<file path="config.mk">
export PLATFORM = sky130hd
export DESIGN_NAME = srh_top
export DESIGN_NICKNAME = d
export VERILOG_FILES = /design/src/hw/srh_part.v /design/src/hw/srh_top.v
export VERILOG_INCLUDE_DIRS = /design/src /design/src/hw
export SDC_FILE = /design/constraint.sdc
export NUM_CORES = 1
export LEC_CHECK = 0
export BUFFER_PORTS_ARGS = -buffer_cell sky130_fd_sc_hd__buf_2
export CAP_MARGIN = 5
export CELL_PAD_IN_SITES_DETAIL_PLACEMENT = 2
export CELL_PAD_IN_SITES_GLOBAL_PLACEMENT = 2
export CORE_UTILIZATION = 45
export DETAILED_ROUTE_END_ITERATION = 6
export PLACE_DENSITY = 0.9
export SLEW_MARGIN = 20
export SYNTH_ARGS = -nofsm -noshare
export SYNTH_HDL_FRONTEND = slang
export SYNTH_HIERARCHICAL = 1
export SYNTH_SLANG_ARGS = --single-unit
</file>
<file path="constraint.sdc">
create_clock -name CLK_SYS -period 3.3 [get_ports CLK_SYS]
set_input_delay 0.33 -clock CLK_SYS [delete_from_list [all_inputs] [get_ports CLK_SYS]]
set_output_delay 0.33 -clock CLK_SYS [all_outputs]
set_load 0.02 [all_outputs]
</file>
<file path="src/hw/srh_consts.vh">
// Constants for the status reporting hierarchy: command selects,
// status byte bit positions and reset values.
// Assumes inclusion by bare name from the design files.
`ifndef SRH_CONSTS_VH
`define SRH_CONSTS_VH

// Width of a status register part, of the status byte and of a command select
`define SRH_PART_W      16
`define SRH_BYTE_W      8
`define SRH_SEL_W       5

// Command selects, top level
`define SRH_SEL_STB     5'h00
`define SRH_SEL_SRE     5'h01
`define SRH_SEL_PPE     5'h02
`define SRH_SEL_IST     5'h03
// Standard event register parts
`define SRH_SEL_SE_COND 5'h04
`define SRH_SEL_SE_PTR  5'h05
`define SRH_SEL_SE_NTR  5'h06
`define SRH_SEL_SE_EVT  5'h07
`define SRH_SEL_SE_ENA  5'h08
// Operation register parts
`define SRH_SEL_OP_COND 5'h09
`define SRH_SEL_OP_PTR  5'h0A
`define SRH_SEL_OP_NTR  5'h0B
`define SRH_SEL_OP_EVT  5'h0C
`define SRH_SEL_OP_ENA  5'h0D
// Questionable register parts
`define SRH_SEL_QU_COND 5'h0E
`define SRH_SEL_QU_PTR  5'h0F
`define SRH_SEL_QU_NTR  5'h10
`define SRH_SEL_QU_EVT  5'h11
`define SRH_SEL_QU_ENA  5'h12

// Status byte bit positions
`define SRH_STB_ERRQ    2
`define SRH_STB_QUES    3
`define SRH_STB_MAV     4
`define SRH_STB_ESB     5
`define SRH_STB_MSS     6
`define SRH_STB_OPER    7

// Reset values
`define SRH_MASK8_RST   8'h00
`define SRH_MASK15_RST  15'h0000

`endif

</file>
<file path="src/hw/srh_part.v">
// One generic five-part status register: current state, rising and
// falling filters, sticky occurred latch and summary mask.
// Assumes cond_in is already synchronous to clk.
`timescale 1ns/100ps
module srh_part #(
  parameter W = 16
) (
  // Clock and reset
  input  wire         clk,
  input  wire         rst_b,
  // Hardware status, top bit absent
  input  wire [W-2:0] cond_in,
  // Host access
  input  wire         wr_ptr,
  input  wire         wr_ntr,
  input  wire         wr_ena,
  input  wire         rd_evt,
  input  wire [W-1:0] wdata,
  // Part contents
  output wire [W-1:0] cond,
  output wire [W-1:0] ptr,
  output wire [W-1:0] ntr,
  output wire [W-1:0] evt,
  output wire [W-1:0] ena,
  output wire         sum
);

reg  [W-2:0] cond_q;
reg  [W-2:0] ptr_q;
reg  [W-2:0] ntr_q;
reg  [W-2:0] evt_q;
reg  [W-2:0] ena_q;
wire [W-2:0] rise;
wire [W-2:0] fall;
wire [W-2:0] next_evt;

////////////////////////////////////////////////////////////////////////
assign rise     = cond_in & ~cond_q & ptr_q;
assign fall     = ~cond_in & cond_q & ntr_q;
// New event wins over a clear in the same cycle
assign next_evt = (rd_evt ? {(W-1){1'b0}} : evt_q) | rise | fall;

always @(posedge clk or negedge rst_b) begin
  if (!rst_b) begin
    cond_q <= {(W-1){1'b0}};
    ptr_q  <= {(W-1){1'b0}};
    ntr_q  <= {(W-1){1'b0}};
    evt_q  <= {(W-1){1'b0}};
    ena_q  <= {(W-1){1'b0}};
  end else begin
    cond_q <= cond_in;
    evt_q  <= next_evt;
    if (wr_ptr) ptr_q <= wdata[W-2:0];
    if (wr_ntr) ntr_q <= wdata[W-2:0];
    if (wr_ena) ena_q <= wdata[W-2:0];
  end
end

////////////////////////////////////////////////////////////////////////
// Same bit number in all parts, top bit always zero
assign cond = {1'b0, cond_q};
assign ptr  = {1'b0, ptr_q};
assign ntr  = {1'b0, ntr_q};
assign evt  = {1'b0, evt_q};
assign ena  = {1'b0, ena_q};
assign sum  = |(evt_q & ena_q);

endmodule

</file>
<file path="src/hw/srh_top.v">
// Status reporting hierarchy: three generic status registers, the
// status byte with its service request and parallel poll masks.
// Assumes status pins are asynchronous and the command port is driven
// by logic on CLK_SYS.
//
// Function
// - Each generic register has five 16-bit parts sharing bit numbers.
// - Bit 15 of every part reads as zero.
// - Current-state part follows hardware, ignores writes, reads are harmless.
// - Rising edge sets event bit when rising filter bit is one.
// - Falling edge sets event bit when falling filter bit is one.
// - Filters and summary mask are read/write; reads leave them unchanged.
// - Event bits latch filtered edges; read-only, cleared by read.
// - Summary bit is OR of event bits ANDed with mask.
// - Summary bits feed current-state bits of the next higher level.
// - Status byte acts as current state; bit 6 summarises others.
// - Service request mask has eight bits; bit 6 is ignored.
// - A masked status byte bit rising raises service request.
// - Bit 2 follows error queue; each new entry may request service.
// - Bit 3 is the questionable register summary.
// - Bit 4 is set while a message is available.
// - Bit 5 is the standard event register summary.
// - Bit 6 set when any other masked status byte bit is set.
// - Bit 7 is the operation register summary.
// - Individual flag is OR of status byte ANDed with poll mask.
// - Status byte returned on query or serial poll.
// - Individual flag returned on parallel poll or query.
// - Service request mask writable and readable, value held.
// - Status byte and its mask form the top of the hierarchy.
`include "srh_consts.vh"
`timescale 1ns/100ps
module srh_top #(
  parameter PW = `SRH_PART_W,
  parameter SW = `SRH_SEL_W
) (
  // Clock and reset
  input  wire          CLK_SYS,
  input  wire          RST_B,
  // Status pins, asynchronous
  input  wire [PW-2:0] OPER_COND,
  input  wire [PW-2:0] QUES_COND,
  input  wire [7:0]    STDEV_COND,
  input  wire          ERRQ_PUSH,
  input  wire          ERRQ_NOT_EMPTY,
  input  wire          MSG_AVAIL,
  // Command port
  input  wire          CMD_WR,
  input  wire          CMD_RD,
  input  wire [SW-1:0] CMD_SEL,
  input  wire [PW-1:0] CMD_WDATA,
  // Poll strobes
  input  wire          SPOLL_REQ,
  input  wire          PPOLL_REQ,
  // Answers
  output reg           RSP_VALID,
  output reg  [PW-1:0] RSP_DATA,
  output reg           PPOLL_VALID,
  output reg           PPOLL_IST,
  // Live status
  output reg  [7:0]    STB,
  output reg           SRQ,
  output reg           IST
);

localparam SYN_W = 2 * (PW - 1) + 8 + 3;

////////////////////////////////////////////////////////////////////////
// Pin synchronisers

reg  [SYN_W-1:0] sync1;
reg  [SYN_W-1:0] sync2;
reg              push_prev;
wire [PW-2:0]    oper_s;
wire [PW-2:0]    ques_s;
wire [7:0]       stdev_s;
wire             push_s;
wire             errq_s;
wire             mav_s;
wire             push_evt;

always @(posedge CLK_SYS or negedge RST_B) begin
  if (!RST_B) begin
    sync1     <= {SYN_W{1'b0}};
    sync2     <= {SYN_W{1'b0}};
    push_prev <= 1'b0;
  end else begin
    sync1     <= {OPER_COND, QUES_COND, STDEV_COND,
                  ERRQ_PUSH, ERRQ_NOT_EMPTY, MSG_AVAIL};
    sync2     <= sync1;
    push_prev <= push_s;
  end
end

assign oper_s   = sync2[SYN_W-1 -: (PW-1)];
assign ques_s   = sync2[SYN_W-PW -: (PW-1)];
assign stdev_s  = sync2[10:3];
assign push_s   = sync2[2];
assign errq_s   = sync2[1];
assign mav_s    = sync2[0];
// One pulse per error queue entry
assign push_evt = push_s & ~push_prev;

////////////////////////////////////////////////////////////////////////
// Command decode

wire wr_se_ptr;
wire wr_se_ntr;
wire wr_se_ena;
wire rd_se_evt;
wire wr_op_ptr;
wire wr_op_ntr;
wire wr_op_ena;
wire rd_op_evt;
wire wr_qu_ptr;
wire wr_qu_ntr;
wire wr_qu_ena;
wire rd_qu_evt;

// Writes to current-state or event selects fall through unused
assign wr_se_ptr = CMD_WR && (CMD_SEL == `SRH_SEL_SE_PTR);
assign wr_se_ntr = CMD_WR && (CMD_SEL == `SRH_SEL_SE_NTR);
assign wr_se_ena = CMD_WR && (CMD_SEL == `SRH_SEL_SE_ENA);
assign rd_se_evt = CMD_RD && (CMD_SEL == `SRH_SEL_SE_EVT);
assign wr_op_ptr = CMD_WR && (CMD_SEL == `SRH_SEL_OP_PTR);
assign wr_op_ntr = CMD_WR && (CMD_SEL == `SRH_SEL_OP_NTR);
assign wr_op_ena = CMD_WR && (CMD_SEL == `SRH_SEL_OP_ENA);
assign rd_op_evt = CMD_RD && (CMD_SEL == `SRH_SEL_OP_EVT);
assign wr_qu_ptr = CMD_WR && (CMD_SEL == `SRH_SEL_QU_PTR);
assign wr_qu_ntr = CMD_WR && (CMD_SEL == `SRH_SEL_QU_NTR);
assign wr_qu_ena = CMD_WR && (CMD_SEL == `SRH_SEL_QU_ENA);
assign rd_qu_evt = CMD_RD && (CMD_SEL == `SRH_SEL_QU_EVT);

////////////////////////////////////////////////////////////////////////
// Lower level registers

wire [PW-1:0] se_cond;
wire [PW-1:0] se_ptr;
wire [PW-1:0] se_ntr;
wire [PW-1:0] se_evt;
wire [PW-1:0] se_ena;
wire          se_sum;
wire [PW-1:0] op_cond;
wire [PW-1:0] op_ptr;
wire [PW-1:0] op_ntr;
wire [PW-1:0] op_evt;
wire [PW-1:0] op_ena;
wire          op_sum;
wire [PW-1:0] qu_cond;
wire [PW-1:0] qu_ptr;
wire [PW-1:0] qu_ntr;
wire [PW-1:0] qu_evt;
wire [PW-1:0] qu_ena;
wire          qu_sum;

srh_part #(.W(PW)) u_stdev (
  .clk     (CLK_SYS),
  .rst_b   (RST_B),
  .cond_in ({{(PW-9){1'b0}}, stdev_s}),
  .wr_ptr  (wr_se_ptr),
  .wr_ntr  (wr_se_ntr),
  .wr_ena  (wr_se_ena),
  .rd_evt  (rd_se_evt),
  .wdata   (CMD_WDATA),
  .cond    (se_cond),
  .ptr     (se_ptr),
  .ntr     (se_ntr),
  .evt     (se_evt),
  .ena     (se_ena),
  .sum     (se_sum)
);

srh_part #(.W(PW)) u_oper (
  .clk     (CLK_SYS),
  .rst_b   (RST_B),
  .cond_in (oper_s),
  .wr_ptr  (wr_op_ptr),
  .wr_ntr  (wr_op_ntr),
  .wr_ena  (wr_op_ena),
  .rd_evt  (rd_op_evt),
  .wdata   (CMD_WDATA),
  .cond    (op_cond),
  .ptr     (op_ptr),
  .ntr     (op_ntr),
  .evt     (op_evt),
  .ena     (op_ena),
  .sum     (op_sum)
);

srh_part #(.W(PW)) u_ques (
  .clk     (CLK_SYS),
  .rst_b   (RST_B),
  .cond_in (ques_s),
  .wr_ptr  (wr_qu_ptr),
  .wr_ntr  (wr_qu_ntr),
  .wr_ena  (wr_qu_ena),
  .rd_evt  (rd_qu_evt),
  .wdata   (CMD_WDATA),
  .cond    (qu_cond),
  .ptr     (qu_ptr),
  .ntr     (qu_ntr),
  .evt     (qu_evt),
  .ena     (qu_ena),
  .sum     (qu_sum)
);

////////////////////////////////////////////////////////////////////////
// Status byte and its masks

reg  [7:0] service_request_mask;
reg  [7:0] parallel_poll_mask;
reg  [7:0] next_stb;
wire [7:0] sre_eff;
wire [7:0] stb_rise;
wire       next_mss;
wire       next_srq;

// Bit 6 of the mask never feeds the request path
assign sre_eff  = service_request_mask & 8'hBF;

always @* begin
  next_stb                = 8'h00;
  next_stb[`SRH_STB_ERRQ] = errq_s;
  next_stb[`SRH_STB_QUES] = qu_sum;
  next_stb[`SRH_STB_MAV]  = mav_s;
  next_stb[`SRH_STB_ESB]  = se_sum;
  next_stb[`SRH_STB_OPER] = op_sum;
  next_stb[`SRH_STB_MSS]  = next_mss;
end

// Summaries enter the status byte as its current state
// Built from the sources, not from next_stb, to keep the path acyclic
assign next_mss = |({op_sum, 1'b0, se_sum, mav_s, qu_sum, errq_s, 2'b00} & sre_eff);
assign stb_rise = next_stb & ~STB & sre_eff;
// Each new error entry requests service on its own when service request mask bit 2 is set
assign next_srq = (|stb_rise) |
                  (push_evt & service_request_mask[`SRH_STB_ERRQ]);

always @(posedge CLK_SYS or negedge RST_B) begin
  if (!RST_B) begin
    STB <= 8'h00;
    service_request_mask <= `SRH_MASK8_RST;
    parallel_poll_mask <= `SRH_MASK8_RST;
    SRQ <= 1'b0;
    IST <= 1'b0;
  end else begin
    STB <= next_stb;
    IST <= |(next_stb & parallel_poll_mask);
    // A new request wins over the serial poll that clears it
    SRQ <= next_srq | (SRQ & ~SPOLL_REQ);
    if (CMD_WR && (CMD_SEL == `SRH_SEL_SRE)) begin
      service_request_mask <= CMD_WDATA[7:0];
    end
    if (CMD_WR && (CMD_SEL == `SRH_SEL_PPE)) begin
      parallel_poll_mask <= CMD_WDATA[7:0];
    end
  end
end

////////////////////////////////////////////////////////////////////////
// Read answers

reg [PW-1:0] rd_mux;

always @* begin
  case (CMD_SEL)
    `SRH_SEL_STB:     rd_mux = {8'h00, STB};
    `SRH_SEL_SRE:     rd_mux = {8'h00, service_request_mask};
    `SRH_SEL_PPE:     rd_mux = {8'h00, parallel_poll_mask};
    `SRH_SEL_IST:     rd_mux = {15'h0000, IST};
    `SRH_SEL_SE_COND: rd_mux = se_cond;
    `SRH_SEL_SE_PTR:  rd_mux = se_ptr;
    `SRH_SEL_SE_NTR:  rd_mux = se_ntr;
    `SRH_SEL_SE_EVT:  rd_mux = se_evt;
    `SRH_SEL_SE_ENA:  rd_mux = se_ena;
    `SRH_SEL_OP_COND: rd_mux = op_cond;
    `SRH_SEL_OP_PTR:  rd_mux = op_ptr;
    `SRH_SEL_OP_NTR:  rd_mux = op_ntr;
    `SRH_SEL_OP_EVT:  rd_mux = op_evt;
    `SRH_SEL_OP_ENA:  rd_mux = op_ena;
    `SRH_SEL_QU_COND: rd_mux = qu_cond;
    `SRH_SEL_QU_PTR:  rd_mux = qu_ptr;
    `SRH_SEL_QU_NTR:  rd_mux = qu_ntr;
    `SRH_SEL_QU_EVT:  rd_mux = qu_evt;
    `SRH_SEL_QU_ENA:  rd_mux = qu_ena;
    default:          rd_mux = 16'h0000;
  endcase
end

// Serial poll takes precedence over a query in the same cycle
always @(posedge CLK_SYS or negedge RST_B) begin
  if (!RST_B) begin
    RSP_VALID   <= 1'b0;
    RSP_DATA    <= 16'h0000;
    PPOLL_VALID <= 1'b0;
    PPOLL_IST   <= 1'b0;
  end else begin
    RSP_VALID   <= CMD_RD | SPOLL_REQ;
    PPOLL_VALID <= PPOLL_REQ;
    if (SPOLL_REQ) begin
      RSP_DATA <= {8'h00, STB};
    end else if (CMD_RD) begin
      RSP_DATA <= rd_mux;
    end
    if (PPOLL_REQ) begin
      PPOLL_IST <= IST;
    end
  end
end

endmodule
</file>
# Word-level counts from Yosys, hierarchy flattened
# Index checks and enable logic that the tools add are counted.
# W data, S select, Z words.
[word_totals] elab_cells=113 n_memories=0 inputBits=68 reg_bits=344 out_inout_bits=29 latchBits=0 rom_bits=0 ramBits=0
[classes] n_eq_ne=18 bitwise=40 shifts=0 n_mul=0 order_cmp=0 reduce_logical=22 mux=6 addsub=0 div=0
[op_table] op="$pmux W15 S19" count=1
[op_table] op="$and A15 B15 Y15" count=13
[op_table] op="$or A15 B15 Y15" count=6
[op_table] op="$not A15 Y15" count=4
[op_table] op="$mux W15" count=3
[op_table] op="$reduce_or A15 Y1" count=3
[op_table] op="$eq A5 B4 Y1 const B" count=8
[op_table] op="$and A8 B8 Y8" count=4
[op_table] op="$mux W16" count=2
[op_table] op="$not A8 Y15" count=2
[op_table] op="$reduce_or A8 Y1" count=3
[op_table] op="$eq A5 B3 Y1 const B" count=4
[op_table] op="$and A15 B8 Y15" count=1
[op_table] op="$and A8 B15 Y15" count=1
[op_table] op="$eq A5 B5 Y1 const B" count=3
[op_table] op="$logic_and A1 B1 Y1" count=14
[op_table] op="$eq A5 B2 Y1 const B" count=2
[op_table] op="$not A8 Y8" count=1
[op_table] op="$eq A5 B1 Y1 const B" count=1
[op_table] op="$logic_not A5 Y1" count=1
[op_table] op="$and A1 B1 Y1" count=3
[op_table] op="$or A1 B1 Y1" count=3
[op_table] op="$not A1 Y1" count=2
[op_table] op="$reduce_bool A2 Y1" count=1

# Longest topological paths before layout
[depth] word_depth=9 ltp_mapped=8

# By module
# The synthesis kept the hierarchy.
[by_module_without_submodules] module="srh_part" area_per_inst_um2=3054.2 n_inst=3 cells_each=203 seq_area_each_um2=1876.8
[by_module_without_submodules] module="srh_top" area_per_inst_um2=5997.0 n_inst=1 cells_each=507 seq_area_each_um2=3153.0

# Least setup slack after synthesis
# No wires, ideal clock.
[synth_path] path_type="input to register" start="input port CMD_SEL[4]" end="register u_stdev.ntr_q[10]" required_ns=3.175 arrival_time_ns=1.810 setup_time_ns=0.125 n_path_buf=4 slack_ns=1.365 cell_stages=7 path_cell_list="buf_4 -> buf_4 -> nor3b_1 -> and3_1 -> buf_6 -> buf_6 -> mux2_4"
[synth_via] elab_chain_cells=2
[synth_lines] element="start, declared" line_no="srh_top.v:49" text="input wire [SW-1:0] CMD_SEL,"
[synth_lines] element="$eq A5 B3 Y1"
[synth_lines] element="$logic_and A1 B1 Y1" line_no="srh_top.v:121" text="assign wr_se_ntr = CMD_WR && (CMD_SEL == `SRH_SEL_SE_NTR);"
[synth_lines] element="net wr_se_ntr" line_no="srh_top.v:107" text="wire wr_se_ntr;"
[synth_lines] element="end signal, assigned" line_no="srh_part.v:47" text="ntr_q <= {(W-1){1'b0}};"
[synth_lines] element="end signal, assigned" line_no="srh_part.v:54" text="if (wr_ntr) ntr_q <= wdata[W-2:0];"
[synth_lines] element="end, declared" line_no="srh_part.v:30" text="reg [W-2:0] ntr_q;"
# The timed path passes the listed nets, and every way through them passes these cells.
# A chain may end at the register's enable or synchronous reset.

# Final worst setup path
[layout_path] start="input port CMD_SEL[3]" end="register RSP_DATA[3]"
[layout_via] elab_chain_cells=4 elab_cells_between_ends=22
[layout_lines] element="$eq A5 B5 Y1 (tied with other cells)" line_no="srh_top.v:265" text="case (CMD_SEL)"
[layout_lines] element="$pmux W15 S19 *" line_no="srh_top.v:265"
[layout_lines] element="$mux W16 *" line_no="srh_top.v:301" text="end else if (CMD_RD) begin"
[layout_lines] element="$mux W16 *" line_no="srh_top.v:299" text="if (SPOLL_REQ) begin"
[layout_lines] element="end signal, assigned" line_no="srh_top.v:300" text="RSP_DATA <= {8'h00, STB};"
[layout_lines] element="end signal, assigned" line_no="srh_top.v:302" text="RSP_DATA <= rd_mux;"
[layout_lines] element="end, declared" line_no="srh_top.v:56" text="output reg [PW-1:0] RSP_DATA,"
# Mark *: on every way between the ends. The rest lies on a longest branch, timed or not. The select of a mux whose other input is x is not followed.

==> flow_metrics.tcl <==
set metrics [dict create \
    status "finished, violations left" \
    violations "design-rule violations" \
    pin_count 97 \
    stdcell_area_sq_um 18000 \
    drive_gt1_frac 0.295 \
    synth_most_common_cell "dfrtp_1" \
    power_leakage_uw 0.00797 \
    power_density_nw_per_um2 674 \
    synth.area.top_cells "dfrtp_1 (58%), mux2_4 (8.9%), mux2_2 (5.1%)" \
    grt_max_degree 90 \
    cts_max_path_buffers 3 \
    async_reset_ff_frac 1.00 \
    ff2ff_path_depth 8 \
    die_area_sq_um 34400 \
    worstSetupPathType "in -> reg" \
    wl_met2_mm 33.3 \
    port_buffers 93 \
    cts_setup_buffers 0 \
    highest_layer "met5" \
    gp_routability_congestion 0.932 \
    rr_endpoint "IST$_DFF_PN0_" \
    synthCells 1116 \
    syn_area_per_cell_sq_um 13.6 \
    drv_cap 0 \
    floorplan.initialDensity 0.461 \
    yosysTopAreaCellShare 0.579 \
    fin_crit_ns 2.57 \
    firstDrtPassIters 7 \
    crit_required_ns 3.72 \
    num_vias 12300 \
    fin_skew_ns 0.0163 \
    gr-total-overflow 0 \
    ant_nets 0 \
    dp_hpwl_mm 41.5 \
    antenna_found_initial 4 \
    synth_flop_cell "dfrtp_1" \
    worstPathMaxFanout 17 \
    clk_pin_slew_worst_paths_ns 0.07 \
    drc_errors 25 \
    fmax_ghz 0.389 \
    ys_warn_count 6 \
    fin_nets 1383 \
    holdCritPathClass "in -> reg" \
    finalMaxSlewViolations 0 \
    period_share 0.779 \
    finalHoldViolCount 0 \
    grt_first_pass_wirelength_mm 102 \
    grt_util_all_layers 0.426 \
    startpoint "CMD_SEL[3]" \
    via_per_inst 6.88 \
    rsz0062_at_grt "false" \
    r2r-start "u_stdev/ena_q[2]$_DFFE_PN0P_" \
    wl_met1_mm 25.2 \
    cp-endpoint "RSP_DATA[3]$_DFFE_PN0P_" \
    dpl-instance-area_sq_um 16300 \
    setup_viol 0 \
    synth_common_cells "dfrtp_1 (351), mux2_4 (90), mux2_2 (69)" \
    cts_tree "yes" \
    fin_setup_tns_ns 0 \
    wl_per_cell_microns 40.0 \
    syn2layout_area_growth_pct 18.9 \
    ys_ff_latch 351 \
    slew_headroom 0.353 \
    critPathArrivalTime_ns 2.99 \
    row_count 66 \
    worstSkewPairLatency_ns 0.56 \
    drt_iter0_drc 1764 \
    ys_seq_area_frac 0.579 \
    syn_area_sq_um 15200 \
    wl_met3_mm 6.78 \
    cts_max_level 2 \
    r2r_slack_ns 0.73 \
    synth_edf_count 0 \
    tightest_slew_ns 0.967 \
    worst_setup_path_end_kind "flip-flop" \
    cts_resized 0 \
    cts_root_buf "clkbuf_16" \
    yosysTopAreaCell "dfrtp_1" \
    chipHeight_microns 186 \
    grt_pass1_vias 13800 \
    wl_mm 71.5 \
    vdd_drop_max_uv 374 \
    core_sq_um 32900 \
    ys_types 64 \
    numCtsBuffers 39 \
    clock_sinks 351 \
    die_x_microns 186 \
    critPathLaunchType "input pin" \
]
logic make-up (layout without fill, tap and decap cells):
family / count (synthesis) / count (layout) / synth area share
other: 4 / 39 / 0.000990
multiplexers: 186 / 186 / 0.158
AND/OR/NAND/NOR: 269 / 269 / 0.108
AO/OA/AOI/OAI: 227 / 227 / 0.115
buffers and inverters: 79 / 273 / 0.0377
flip-flops: 351 / 351 / 0.579
routing by layer:
layer / vias to the layer above / GRT usage
li1: 4520 / -
met1: 6396 / 0.493
met2: 980 / 0.680
met3: 405 / 0.113
met4: 2 / 0.318
met5: - / 0
cell type report:
class	instances	area (sq um)
antenna	1	2.50
clock buffer	54	1110
clock inverter	16	205
fill	3050	14800
inverter	7	26.3
multi-input combinational	720	5940
sequential	351	8780
tap	442	553
timing repair buffer	196	1410
worst min path at each step:
stage	start	end	slack, ns	cells past startpoint
3_5_place_dp	sync1[9]$_DFF_PN0_	sync2[9]$_DFF_PN0_	0.34	0
4_1_cts	CMD_WDATA[14]	u_stdev/ptr_q[14]$_DFFE_PN0P_	0.14	2
6_report	CMD_WDATA[14]	u_oper/ena_q[14]$_DFFE_PN0P_	0.19	2
3_3_place_gp	sync1[1]$_DFF_PN0_	sync2[1]$_DFF_PN0_	0.33	0
5_1_grt	CMD_WDATA[14]	u_oper/ena_q[14]$_DFFE_PN0P_	0.17	2
2_1_floorplan	RST_B	IST$_DFF_PN0_	0.03	0
report_power, final:
part	total, uW	switching, uW	internal (uW)	leakage, uW
combinational	1830	1020	811	0.00313
clock	4650	1960	2690	0.000649
sequential	5670	777	4890	0.00419
total	12200	3760	8390	0.00797
stage by stage:
stage	setup slack (ns)	utilization	power, uW	hold slack [ns]	cells
6_report	0.729	0.549	12200	0.187	1787
5_1_grt	0.708	0.549	12400	0.168	1787
4_1_cts	0.792	0.548	11900	0.135	1786
3_5_place_dp	0.369	0.495	7180	0.336	1673
3_3_place_gp	0.705	0.495	6930	0.332	1673
2_1_floorplan	1.36	-	6310	0.0344	1150
flip-flops by register name, summed over array words and instances, names as in the netlist, 15 cells and up:
name	count
RSP_DATA	16
sync1	41
sync2	41
u_oper/cond_q	15
u_oper/ena_q	15
u_oper/evt_q	15
u_oper/ntr_q	15
u_oper/ptr_q	15
u_ques/cond_q	15
u_ques/ena_q	15
u_ques/evt_q	15
u_ques/ntr_q	15
u_ques/ptr_q	15
u_stdev/cond_q	15
u_stdev/ena_q	15
u_stdev/evt_q	15
u_stdev/ntr_q	15
u_stdev/ptr_q	15
worst max-delay path, cell delays in order:
cell,delay (ns)
buf_2,0.41
buf_4,0.30
or3b_1,0.48
nor2_4,0.21
a2111oi_0,0.83
and3_1,0.28
a32oi_1,0.12
cells in the final DEF, fill, tap and decap left out, types with 18 or more instances in the layout:
master	Yosys	layout
nand2_1	65	65
a22oi_1	61	61
mux2_2	69	69
dfrtp_1	351	351
buf_4	25	56
mux2i_1	27	27
dlygate4sd3_1	0	43
mux2_4	90	90
o211ai_1	43	43
nand3b_1	45	45
and3_1	27	27
buf_2	13	92
a22o_1	18	18
nand2b_1	47	47
conb_1	4	38
clkbuf_16	0	40
what timing repair did:
item                       in CTS  in global routing
hold buffers                   43                  0
hold endpoints to repair      127                  0
setup endpoints to repair       0                  0
Note: power is estimated with default switching activity, not from simulation.
